`config.mk`:
```
export PLATFORM = sky130hd
export DESIGN_NAME = gti_target
export DESIGN_NICKNAME = d
export VERILOG_FILES = /design/src/rtl/gti_pkg.sv /design/src/rtl/gti_target.sv
export SDC_FILE = /design/constraint.sdc
export NUM_CORES = 1
export LEC_CHECK = 0
export ABC_AREA = 1
export BUFFER_PORTS_ARGS = -buffer_cell sky130_fd_sc_hd__buf_2
export CORE_ASPECT_RATIO = 2
export CORE_MARGIN = 10
export CORE_UTILIZATION = 39
export DETAILED_ROUTE_END_ITERATION = 8
export PLACE_DENSITY = 0.55
export SYNTH_ARGS = -nofsm -noshare
export SYNTH_HDL_FRONTEND = slang
export SYNTH_SLANG_ARGS = --single-unit
```
`constraint.sdc`:
```
create_clock -name clk_sys -period 4.5 [get_ports clk_sys]
set_clock_uncertainty 0.05 [all_clocks]
set_input_delay 0.675 -clock clk_sys [delete_from_list [all_inputs] [get_ports clk_sys]]
set_output_delay 0.675 -clock clk_sys [all_outputs]
set_load 0.05 [all_outputs]
```
`src/rtl/gti_pkg.sv`:
```
// Shared constants and types of the gauge I2C target interface.
package gti_pkg;
   // ************************************************************
   // Bus identity and command map limits
   // ************************************************************
   localparam logic [6:0] TGT_ADDR = 7'h55;
   localparam logic [7:0] MAX_CMD  = 8'h6B;
   localparam logic [3:0] BYTE_BITS = 4'h8;
   // ************************************************************
   // Timing
   // ************************************************************
   localparam int unsigned CLK_HZ      = 10_000_000;
   localparam int unsigned TIMEOUT_MS  = 2000;
   localparam int unsigned WAKE_US     = 4000;
   localparam int unsigned TIMEOUT_CYC = TIMEOUT_MS * (CLK_HZ / 1000);
   localparam int unsigned WAKE_CYC    = WAKE_US * (CLK_HZ / 1_000_000);
   localparam int unsigned RELEASE_CHK = 4;
   // ************************************************************
   // Types
   // ************************************************************
   typedef enum logic [7:0] {
      GTI_IDLE  = 8'h01,
      GTI_ADDR  = 8'h02,
      GTI_ACKA  = 8'h04,
      GTI_CMD   = 8'h08,
      GTI_ACKC  = 8'h10,
      GTI_WDATA = 8'h20,
      GTI_ACKW  = 8'h40,
      GTI_RDATA = 8'h80
   } gti_state_t;
   typedef struct packed {
      logic       we;
      logic [7:0] addr;
      logic [7:0] wdata;
   } gti_cmd_t;
endpackage

```
`src/rtl/gti_target.sv`:
```
// I2C target engine of the gauge with pointer, timeout and clock stretching.
`timescale 1ns/1ps
// Functional notes
// - Answer only the fixed 7-bit address 1010101.
// - Support read, incremental read, quick read, single and incremental write.
// - Quick read returns the byte at the current pointer.
// - Pointer advances by one on every acknowledged data byte.
// - Multi-byte writes land at consecutive locations.
// - Data written to a read-only location is not acknowledged.
// - Command byte above 0x6B is not acknowledged.
// - Bus low for 2 seconds releases both SDA and SCL.
// - Lines still held low after that release enter sleep.
// - When asleep, stretch the clock at start of all traffic, up to 4 ms.
// - Otherwise stretch only within packets addressed to this device.
// - Resistance table updates may stretch about 24 ms or 144 ms.
// - Flash block writes may stretch about 72 ms or 116 ms.
module gti_target #(
   parameter int unsigned TIMEOUT_CYC = gti_pkg::TIMEOUT_CYC,
   parameter int unsigned WAKE_CYC    = gti_pkg::WAKE_CYC
) (
   input  wire logic        clk_sys,
   input  wire logic        rst,
   input  wire logic        ce,
   input  wire logic        scl_i,
   input  wire logic        sda_i,
   input  wire logic        asleep_i,
   input  wire logic        busy_i,
   input  wire logic [7:0]  cmd_rdata,
   input  wire logic        cmd_ro,
   output logic             scl_o,
   output logic             scl_oe,
   output logic             sda_o,
   output logic             sda_oe,
   output logic             sleep_o,
   output gti_pkg::gti_cmd_t cmd_o
);
   localparam int TW = $clog2(TIMEOUT_CYC + gti_pkg::RELEASE_CHK + 1);
   localparam int WW = $clog2(WAKE_CYC + 1);
   localparam logic [TW-1:0] TO_END  = TW'(TIMEOUT_CYC);
   localparam logic [TW-1:0] TO_SLP  = TW'(TIMEOUT_CYC + gti_pkg::RELEASE_CHK);
   localparam logic [WW-1:0] WK_END  = WW'(WAKE_CYC);

   if (TIMEOUT_CYC < 16 || WAKE_CYC < 2) begin : g_chk
      $error("gti_target: timing parameters too small");
   end

   // ************************************************************
   // Input synchronisers and bus events
   // ************************************************************
   logic [1:0]          scl_q;
   logic [1:0]          sda_q;
   logic                scl_p;
   logic                sda_p;
   logic                scl_s;
   logic                sda_s;
   logic                rise;
   logic                fall;
   logic                start;
   logic                stop;

   always_ff @(posedge clk_sys or posedge rst) begin
      if (rst) begin
         scl_q <= 2'h3;
         sda_q <= 2'h3;
         scl_p <= 1'b1;
         sda_p <= 1'b1;
      end else if (ce) begin
         scl_q <= {scl_q[0], scl_i};
         sda_q <= {sda_q[0], sda_i};
         scl_p <= scl_q[1];
         sda_p <= sda_q[1];
      end
   end

   assign scl_s = scl_q[1];
   assign sda_s = sda_q[1];
   assign rise  = scl_s & ~scl_p;
   assign fall  = ~scl_s & scl_p;
   assign start = scl_s & scl_p & sda_p & ~sda_s;
   assign stop  = scl_s & scl_p & ~sda_p & sda_s;

   // ************************************************************
   // Bus-low timeout
   // ************************************************************
   logic [TW-1:0]       to_cnt_r;
   logic                to_r;
   logic                sleep_r;
   logic                bus_low;

   assign bus_low = ~scl_s | ~sda_s;

   always_ff @(posedge clk_sys or posedge rst) begin
      if (rst) begin
         to_cnt_r <= '0;
         to_r     <= 1'b0;
         sleep_r  <= 1'b0;
      end else if (ce) begin
         if (!bus_low) begin
            to_cnt_r <= '0;
            to_r     <= 1'b0;
            sleep_r  <= 1'b0;
         end else begin
            if (to_cnt_r != TO_SLP) begin
               to_cnt_r <= to_cnt_r + 1'b1;
            end
            if (to_cnt_r == TO_END - 1'b1) begin
               to_r <= 1'b1;
            end
            if (to_cnt_r == TO_SLP - 1'b1) begin
               sleep_r <= 1'b1;
            end
         end
      end
   end

   // ************************************************************
   // Transfer state machine
   // ************************************************************
   gti_pkg::gti_state_t state_r;
   logic [7:0]          sh_r;
   logic [7:0]          tx_r;
   logic [3:0]          bc_r;
   logic                rw_r;
   logic                rack_r;
   logic                hack_r;
   logic                sda_oe_r;
   logic [7:0]          ptr_r;
   logic                we_r;
   logic [7:0]          wdata_r;
   logic                live;
   logic                byte_end;
   logic                acc_cmd;
   logic                acc_wr;
   logic                rd_ack;

   assign live     = ~to_r & ~stop & ~start;
   assign byte_end = live & fall & (bc_r == gti_pkg::BYTE_BITS);
   assign acc_cmd  = byte_end & (state_r == gti_pkg::GTI_CMD) & (sh_r <= gti_pkg::MAX_CMD);
   assign acc_wr   = byte_end & (state_r == gti_pkg::GTI_WDATA) & ~cmd_ro;
   assign rd_ack   = live & rack_r & rise & ~sda_s;

   always_ff @(posedge clk_sys or posedge rst) begin
      if (rst) begin
         state_r  <= gti_pkg::GTI_IDLE;
         sh_r     <= 8'h00;
         tx_r     <= 8'h00;
         bc_r     <= 4'h0;
         rw_r     <= 1'b0;
         rack_r   <= 1'b0;
         hack_r   <= 1'b0;
         sda_oe_r <= 1'b0;
      end else if (ce) begin
         if (to_r || stop) begin
            state_r  <= gti_pkg::GTI_IDLE;
            sda_oe_r <= 1'b0;
            rack_r   <= 1'b0;
         end else if (start) begin
            state_r  <= gti_pkg::GTI_ADDR;
            bc_r     <= 4'h0;
            sda_oe_r <= 1'b0;
            rack_r   <= 1'b0;
         end else begin
            case (state_r)
               gti_pkg::GTI_ADDR, gti_pkg::GTI_CMD, gti_pkg::GTI_WDATA: begin
                  if (rise) begin
                     sh_r <= {sh_r[6:0], sda_s};
                     bc_r <= bc_r + 4'h1;
                  end else if (byte_end) begin
                     if (state_r == gti_pkg::GTI_ADDR) begin
                        if (sh_r[7:1] == gti_pkg::TGT_ADDR) begin
                           state_r  <= gti_pkg::GTI_ACKA;
                           rw_r     <= sh_r[0];
                           sda_oe_r <= 1'b1;
                        end else begin
                           state_r <= gti_pkg::GTI_IDLE;
                        end
                     end else if (acc_cmd) begin
                        state_r  <= gti_pkg::GTI_ACKC;
                        sda_oe_r <= 1'b1;
                     end else if (acc_wr) begin
                        state_r  <= gti_pkg::GTI_ACKW;
                        sda_oe_r <= 1'b1;
                     end else begin
                        state_r <= gti_pkg::GTI_IDLE;
                     end
                  end
               end
               gti_pkg::GTI_ACKA, gti_pkg::GTI_ACKC, gti_pkg::GTI_ACKW: begin
                  if (fall) begin
                     bc_r <= 4'h0;
                     if (state_r == gti_pkg::GTI_ACKA && rw_r) begin
                        state_r  <= gti_pkg::GTI_RDATA;
                        tx_r     <= cmd_rdata;
                        sda_oe_r <= ~cmd_rdata[7];
                     end else begin
                        state_r  <= (state_r == gti_pkg::GTI_ACKA) ? gti_pkg::GTI_CMD
                                                                   : gti_pkg::GTI_WDATA;
                        sda_oe_r <= 1'b0;
                     end
                  end
               end
               gti_pkg::GTI_RDATA: begin
                  if (rack_r) begin
                     if (rise) begin
                        hack_r <= ~sda_s;
                     end else if (fall) begin
                        rack_r <= 1'b0;
                        bc_r   <= 4'h0;
                        if (hack_r) begin
                           tx_r     <= cmd_rdata;
                           sda_oe_r <= ~cmd_rdata[7];
                        end else begin
                           state_r <= gti_pkg::GTI_IDLE;
                        end
                     end
                  end else if (rise) begin
                     bc_r <= bc_r + 4'h1;
                  end else if (fall) begin
                     if (bc_r == gti_pkg::BYTE_BITS) begin
                        rack_r   <= 1'b1;
                        sda_oe_r <= 1'b0;
                     end else begin
                        tx_r     <= {tx_r[6:0], 1'b0};
                        sda_oe_r <= ~tx_r[6];
                     end
                  end
               end
               default: begin
                  sda_oe_r <= 1'b0;
               end
            endcase
         end
      end
   end

   // ************************************************************
   // Address pointer and command port
   // ************************************************************
   always_ff @(posedge clk_sys or posedge rst) begin
      if (rst) begin
         ptr_r   <= 8'h00;
         we_r    <= 1'b0;
         wdata_r <= 8'h00;
      end else if (ce) begin
         we_r <= acc_wr;
         if (acc_wr) begin
            wdata_r <= sh_r;
         end
         if (acc_cmd) begin
            ptr_r <= sh_r;
         end else if (we_r || rd_ack) begin
            ptr_r <= ptr_r + 8'h01;
         end
      end
   end

   // ************************************************************
   // Clock stretching
   // ************************************************************
   // The device only ever pulls SCL low after the host has pulled it
   // low, so a stretch never cuts a high phase short.
   logic                wake_r;
   logic [WW-1:0]       wcnt_r;
   logic                scl_oe_r;
   logic                hold;

   // Flow control waits for the address match, so other targets' traffic is held only by the wake stretch.
   assign hold = wake_r | (busy_i & (state_r != gti_pkg::GTI_IDLE)
                                  & (state_r != gti_pkg::GTI_ADDR));

   always_ff @(posedge clk_sys or posedge rst) begin
      if (rst) begin
         wake_r   <= 1'b0;
         wcnt_r   <= '0;
         scl_oe_r <= 1'b0;
      end else if (ce) begin
         if (to_r || stop) begin
            wake_r <= 1'b0;
         end else if (start && asleep_i) begin
            wake_r <= 1'b1;
            wcnt_r <= WW'(1);
         end else if (wake_r && scl_oe_r) begin
            wcnt_r <= wcnt_r + 1'b1;
            if (wcnt_r == WK_END - 1'b1) begin
               wake_r <= 1'b0;
            end
         end
         scl_oe_r <= ~to_r & (scl_oe_r | fall) & hold;
      end
   end

   assign scl_o   = 1'b0;
   assign sda_o   = 1'b0;
   assign scl_oe  = scl_oe_r;
   assign sda_oe  = sda_oe_r;
   assign sleep_o = sleep_r;
   assign cmd_o   = '{we: we_r, addr: ptr_r, wdata: wdata_r};
endmodule

```
==> flow_metrics.py, run 1 <==
metrics = {
    "global_routing": {
        "grt_pass1_vias": 5650,
        "grt_pass1_wl_um": 28490,
        "grt_max_degree": 39,
        "grt_overflow_total": 0,
        "antenna_found_initial": 0,
        "grt_usage_pct": 16.77,
    },
    "sta": {
        "max_slew_margin_pct": 60.36,
        "worst_pin_slew_ns": 0.5907,
        "tns_ns": 0,
        "max_clock_freq_ghz": 0.4318,
        "final.min_clock_period_ns": 2.316,
        "drv_slew": 0,
        "hold_viol": 0,
        "period_share_pct": 51.47,
        "rsz0062_at_grt": "no",
        "setup_viol": 0,
    },
    "job": {
        "maxCapViolations": 0,
    },
    "worst_hold_path": {
        "min_path_type": "in -> async",
    },
    "setup_path": {
        "critical_path_required_ns": 4.69,
        "critical_path_arrival_ns": 2.50,
        "path_cells": "nand2_4, inv_2, nand2_2, nand3_2, inv_1, nand2_1, a21oi_2, nand3_2, nand2_1, o21ai_2",
        "cp-start-kind": "register",
        "crit_cells": 10,
        "cp-end-kind": "register",
        "cp_slowest_stage_delay_ns": 0.41,
        "path_class": "reg -> reg",
        "crit_path_top_delay_cell": "dfstp_2",
        "crit_buf_inv": 2,
        "crit_family": "simple AND/OR/NAND/NOR gates",
        "cp_max_fo": 17,
        "rr_worst_depth": 10,
    },
    "synth": {
        "yosys.cell_types.count": 46,
        "synthFlopType": "dfrtp_1",
        "syn_area_mm2": 0.006252,
        "synthTopCellsByCount": "nand2_1 (260), nor2_1 (100), inv_1 (94), dfrtp_1 (92), nand3_1 (71)",
        "netlist.top_cell.by_area": "dfrtp_1",
        "postSynth.asyncResetShare_pct": 100.0,
        "synth_edf_count": 0,
        "synth_top_area_share_pct": 36.82,
        "yosys_warnings": 0,
        "synth-seq-cells": 99,
        "ys_top_cells_by_area": "dfrtp_1 (37%), nand2_1 (16%), nor2_1 (6.0%), nand3_1 (5.7%), inv_1 (5.6%)",
        "avgSynthCellArea_um2": 7.057,
        "yosysMostFrequentCell": "nand2_1",
        "syn_inst": 886,
        "ys_seq_area_share_pct": 39.76,
    },
    "floorplan": {
        "dieArea_mm2": 0.02180,
        "io_pins": 38,
        "die_w_um": 109.5,
        "fp.dieH_um": 199.1,
        "coreArea_mm2": 0.01578,
        "start_util_pct": 39.63,
        "std_cell_rows": 65,
    },
    "cts": {
        "cts_tree": "yes",
        "clock-sinks": 99,
        "cts_made_buffers": 9,
        "cts-root-buf": "clkbuf_16",
        "clock_latency_ns": 0.36,
        "cts_resized": 0,
        "hold_buffers": 0,
        "clockBufferDepth": 2,
        "clkTransAtPathRegs_ns": 0.08,
        "h-tree-depth": 3,
        "cts_setup_buffers": 0,
    },
    "finish": {
        "drive_above_1_share_pct": 13.06,
        "fin_util_pct": 43.77,
        "design_area_mm2": 0.006905,
        "antenna_cells": 0,
        "layout.nets": 936,
        "area_delta_synth_final_pct": 10.45,
    },
    "route": {
        "via_per_inst": 5.038,
        "route.detailed.drc": 0,
        "wire_per_inst_um": 15.40,
        "vias": 5643,
        "wl_um": 17250,
        "drtIter0Drc": 178,
        "first_pass_iters": 4,
        "postRouteAntennaNets": 0,
    },
    "pwr": {
        "p_leak_nw": 3.217,
        "powerDensity_mw_per_mm2": 359.7,
        "vdd_drop_max_uv": 173.5,
    },
    "placement": {
        "dp_hpwl_um": 13600,
        "dpl_cell_area_mm2": 0.006574,
        "gp_congestion": 0.9201,
        "io_buffers": 35,
    },
    "status": {
        "outcome": "completed",
    },
}
## metal layers
| metal | vias to the layer above | GRT usage, % | routed length [µm] |
|---|---|---|---|
| met5 | - | 0 | 0 |
| met1 | 2642 | 16.52 | 6321 |
| met3 | 37 | 2.581 | 412 |
| met4 | 0 | 7.510 | 547 |
| met2 | 71 | 32.51 | 9969 |
| li1 | 2893 | - | - |
## cells in the final DEF (no fill, tap or decap), types with 8 or more instances in the layout
cell type / count
inv_1: 93
clkbuf_16: 9
a21oi_1: 12
nor3_1: 32
nor2_2: 11
xor2_1: 19
nand2_1: 260
o21ai_2: 15
nand4_1: 14
o21ai_0: 67
buf_2: 35
dfrtp_1: 92
nor2_1: 100
o21ai_1: 8
nand3_1: 71
## worst register-to-register path: cells and delay by family (launching register included)
family	cells	cell delay, ns
AND/OR/NAND/NOR	6	1.14
flip-flops	1	0.41
buffers and inverters	2	0.36
AO/OA/AOI/OAI	2	0.23
## cells by family (layout without fill, tap and decap cells)
| family | count (synthesis) | after routing | synth area share (%) |
|---|---|---|---|
| buffers and inverters | 124 | 156 | 8.305 |
| XOR/XNOR | 24 | 24 | 3.362 |
| flip-flops | 99 | 99 | 39.76 |
| other | 1 | 2 | 0.05998 |
| AND/OR/NAND/NOR | 518 | 518 | 36.72 |
| AO/OA/AOI/OAI | 114 | 114 | 10.59 |
| adder cells (fa/ha/maj) | 6 | 6 | 1.201 |
## final timing paths
kind / startpoint / endpoint / slack (ns)
max: scl_q[1] / tx_r[0] / 2.18
min: rst / to_cnt_r[6] / 0.30
max reg2reg: scl_q[1] / tx_r[0] / 2.18
min reg2reg: sda_q[0] / sda_q[0] / 0.43
max in group asynchronous: rst / sda_p / 3.27
min in group clk_sys: sda_q[0] / sda_q[0] / 0.43
## state kept, by name, summed over array words and instances (netlist names), 2 cells and up
name,cells
bc_r,4
ptr_r,8
to_cnt_r,25
tx_r,7
wcnt_r,16
sda_q,2
wdata_r,8
scl_q,2
state_r,8
sh_r,8
## final cells by class
class                           instances  area, µm²
Timing Repair Buffer                   38      197.7
Multi-Input combinational cell        664       3251
Inverter                              102      387.9
Tap cell                              201      251.5
Sequential cell                        99       2486
Clock inverter                          7      106.4
Clock buffer                            9      225.2
Fill cell                            1728       8872
## power breakdown
part           internal (mW)  switching, mW  total [mW]  leakage [nW]
logic                  0.160          0.367       0.527          1.77
clock network          0.498          0.376       0.874         0.163
registers              0.986         0.0972        1.08          1.28
total                   1.64          0.840        2.48          3.22
## per-stage QoR
| step | total power, mW | hold WS, ns | setup WS [ns] | instances |
|---|---|---|---|---|
| 2_1_floorplan | 1.497 | 0.3937 | 1.196 | 887 |
| 3_3_place_gp | 1.634 | 0.4111 | 2.058 | 1104 |
| 3_5_place_dp | 1.636 | 0.4176 | 2.046 | 1104 |
| 4_1_cts | 2.518 | 0.3200 | 2.156 | 1120 |
| 5_1_grt | 2.638 | 0.3312 | 1.944 | 1120 |
| 6_report | 2.484 | 0.3000 | 2.184 | 1120 |
(Power assumes the default switching activity.)
==> run 2, diff against run 1 <==
--- a/config.mk
+++ b/config.mk
@@ -5,13 +5,13 @@
 export SDC_FILE = /design/constraint.sdc
 export NUM_CORES = 1
 export LEC_CHECK = 0
-export ABC_AREA = 1
+export ABC_AREA = 0
 export BUFFER_PORTS_ARGS = -buffer_cell sky130_fd_sc_hd__buf_2
 export CORE_ASPECT_RATIO = 2
 export CORE_MARGIN = 10
 export CORE_UTILIZATION = 39
 export DETAILED_ROUTE_END_ITERATION = 8
-export PLACE_DENSITY = 0.55
+export PLACE_DENSITY = 0.56
 export SYNTH_ARGS = -nofsm -noshare
 export SYNTH_HDL_FRONTEND = slang
 export SYNTH_SLANG_ARGS = --single-unit
==> constraint.sdc (replaced) <==
create_clock -name clk_sys -period 2.3 [get_ports clk_sys]
set_clock_uncertainty 0.05 [all_clocks]
set_input_delay 0.345 -clock clk_sys [delete_from_list [all_inputs] [get_ports clk_sys]]
set_output_delay 0.345 -clock clk_sys [all_outputs]
set_load 0.05 [all_outputs]
==> run 2 against run 1 <==
  * Synthesized cell count fell by 38%
  * Register-to-register slack got worse by 2.1 ns
  * Non-clock buffer count is 58 higher
  * Routed wire length decreased by 13%
  * Design area fell by 3.2%
  * Clock power rose by 86%
  * Synthesized area fell by 13%
  * Sequential power increased by 120%
  * Critical endpoint is now tx_r[3]
  * Largest power group unchanged
==> flow_metrics.py, run 2 <==
metrics = {
    "status": {
        "outcome": "completed",
    },
    "finish": {
        "largest_register_ffs": 25,
        "fin_util_pct": 48.37,
        "final_cell_mix": "dfrtp_1 (89), buf_4 (56), nor2_1 (48), mux2_2 (42), buf_2 (35)",
        "antenna_cells": 0,
        "fillCellCount": 1301,
        "layout_commonest_cell": "dfrtp_1",
        "area_delta_synth_final_pct": 22.34,
        "drive_above_1_share_pct": 29.11,
        "largestRegisters": "to_cnt_r: 25 flops, wcnt_r: 16 flops",
        "regMostFlops": "to_cnt_r",
        "design_area_mm2": 0.006681,
        "layout.nets": 656,
    },
    "global_routing": {
        "antenna_found_initial": 0,
        "grt_max_degree": 40,
        "grt_usage_pct": 15.25,
        "grt_pass1_vias": 4847,
        "grt_overflow_total": 0,
        "grt_pass1_wl_um": 24570,
    },
    "synth": {
        "synthFlopType": "dfrtp_1",
        "netlist.top_cell.by_area": "dfrtp_1",
        "syn_area_mm2": 0.005461,
        "synth-seq-cells": 99,
        "yosys.area_share.simple_pct": 22.38,
        "synth_top_area_share_pct": 42.15,
        "synth_compound_area_share_pct": 12.62,
        "synth_xor_area_share_pct": 4.490,
        "synth.mux.area_fraction_pct": 10.13,
        "avgSynthCellArea_um2": 9.948,
        "yosys_warnings": 0,
        "synthTopCellsByCount": "dfrtp_1 (92), nor2_1 (48), mux2_2 (42), nand2_1 (35), nand3_1 (25)",
        "syn_inst": 549,
        "postSynth.asyncResetShare_pct": 100.0,
        "yosysMostFrequentCell": "dfrtp_1",
        "yosys.cell_types.count": 72,
        "ys_top_cells_by_area": "dfrtp_1 (42%), mux2_2 (8.7%), dfstp_2 (3.4%), nor2_1 (3.3%), xor2_1 (3.2%)",
        "yosys.area_share.adder_pct": 1.375,
        "ys_seq_area_share_pct": 45.52,
        "synth_edf_count": 0,
        "synth_top_family_by_area": "simple AND/OR/NAND/NOR gates",
    },
    "cts": {
        "cts_made_buffers": 9,
        "clkTransAtPathRegs_ns": 0.08,
        "cts_setup_buffers": 0,
        "clockBufferDepth": 2,
        "h-tree-depth": 3,
        "clock_latency_ns": 0.35,
        "cts-root-buf": "clkbuf_16",
        "clock-sinks": 99,
        "cts_tree": "yes",
    },
    "setup_path": {
        "cp-end-kind": "register",
        "crit_path_top_delay_cell": "or3b_2",
        "cp_slowest_stage_delay_ns": 0.52,
        "cp_max_fo": 7,
        "critical_path_required_ns": 2.48,
        "path_class": "reg -> reg",
        "cp-start-kind": "register",
        "path_cells": "or3b_2, o21a_1, nor2_1, o2111ai_4, mux2_2",
        "critical_path_arrival_ns": 2.40,
    },
    "pwr": {
        "p_leak_nw": 3.017,
        "vdd_drop_max_uv": 452.3,
        "powerDensity_mw_per_mm2": 804.3,
    },
    "sta": {
        "period_share_pct": 96.31,
        "rsz0062_at_grt": "yes",
        "worst_pin_slew_ns": 0.5641,
        "final.min_clock_period_ns": 2.215,
        "hold_viol": 0,
        "max_slew_margin_pct": 62.22,
        "max_clock_freq_ghz": 0.4515,
        "drv_slew": 0,
        "setup_viol": 0,
    },
    "route": {
        "via_per_inst": 5.548,
        "vias": 4594,
        "wire_per_inst_um": 18.04,
        "postRouteAntennaNets": 0,
        "route.detailed.drc": 0,
        "first_pass_iters": 4,
        "drtIter0Drc": 185,
        "wl_um": 14940,
    },
    "floorplan": {
        "dieArea_mm2": 0.01942,
        "io_pins": 38,
        "start_util_pct": 39.53,
        "coreArea_mm2": 0.01381,
        "fp.dieH_um": 187.4,
        "die_w_um": 103.7,
        "std_cell_rows": 61,
    },
    "placement": {
        "dpl_cell_area_mm2": 0.006281,
        "io_buffers": 35,
        "dp_hpwl_um": 11430,
        "gp_congestion": 0.9135,
    },
    "worst_hold_path": {
        "min_path_type": "in -> reg",
    },
    "job": {
        "maxCapViolations": 0,
    },
}
run 2: cell count changes after synthesis, sizes merged, moves of 42 or more:
| cell | delta |
|---|---|
| nand3 | -51 |
| inv | -84 |
| nand2 | -234 |
| nor2 | -67 |
| mux2 | +42 |
| o21ai | -65 |
run 2: cell families after synthesis:
kind of cell / Yosys count
other: 1
adders and majority gates: 6
AOI/OAI and AO/OA: 100
DFF: 99
buffers and inverters: 42
xor gates and xnor gates: 28
and+or+nand+nor: 223
muxes: 50
run 2: area by class of cell:
cell class                      count  area, µm²  share of cell area [%]
Tap cell                          189      236.5                   3.539
Clock inverter                      7      93.84                   1.404
Inverter                           19      75.07                   1.124
Clock buffer                        9      225.2                   3.371
Sequential cell                    99       2490                   37.27
Multi-Input combinational cell    409       2884                   43.16
Timing Repair Buffer               96      676.9                   10.13
run 2: metal layers:
| metal | global-route usage, % | vias to the layer above | share of wire [%] |
|---|---|---|---|
| met2 | 28.33 | 103 | 54 |
| met3 | 2.761 | 43 | 3.0 |
| li1 | - | 2184 | - |
| met1 | 15.37 | 2264 | 38 |
| met5 | 0 | - | 0 |
| met4 | 8.773 | 0 | 5.0 |
run 2: worst paths after layout:
| check | from | end | slack [ns] | cells after the start |
|---|---|---|---|---|
| max | state_r[6] | tx_r[3] | 0.08 | 5 |
| min | scl_i | scl_q[0] | 0.18 | 2 |
| max reg2reg | state_r[6] | tx_r[3] | 0.08 | 5 |
| min reg2reg | sleep_o | sleep_o | 0.44 | 2 |
| max in group asynchronous | rst | to_cnt_r[23] | 0.92 | 5 |
| min in group asynchronous | rst | wdata_r[4] | 0.54 | 3 |
run 2: power by group:
part / leakage [nW] / internal, mW / total (mW) / switching (mW)
clock: 0.153 / 0.876 / 1.63 / 0.756
combinational: 1.56 / 0.647 / 1.40 / 0.750
sequential: 1.30 / 2.03 / 2.35 / 0.319
run 2: worst max-delay path: cells and delay by family (launching register included):
kind | cells | cell delay, ns
AO/OA/AOI/OAI | 2 | 0.42
flip-flops | 1 | 0.48
multiplexers | 1 | 0.35
AND/OR/NAND/NOR | 2 | 0.80
run 2: stage by stage:
stage               hold WS (ns)  std cells  setup slack [ns]  setup TNS (ns)  total power [mW]
floorplan                 0.4231        550          0.008612               0             3.150
global placement          0.3756        811           0.04894               0             3.673
detailed placement        0.3842        811           0.01117               0             3.719
CTS                       0.1657        828           0.01304               0             5.370
global route              0.1640        828          -0.03115        -0.03115             5.683
finish                    0.1773        828           0.08497               0             5.374
run 2: what timing repair did:
action	CTS	global route
gates resized for setup	0	16
hold endpoints to repair	1	0
hold buffers	1	0
endpoints found under the setup margin	0	29
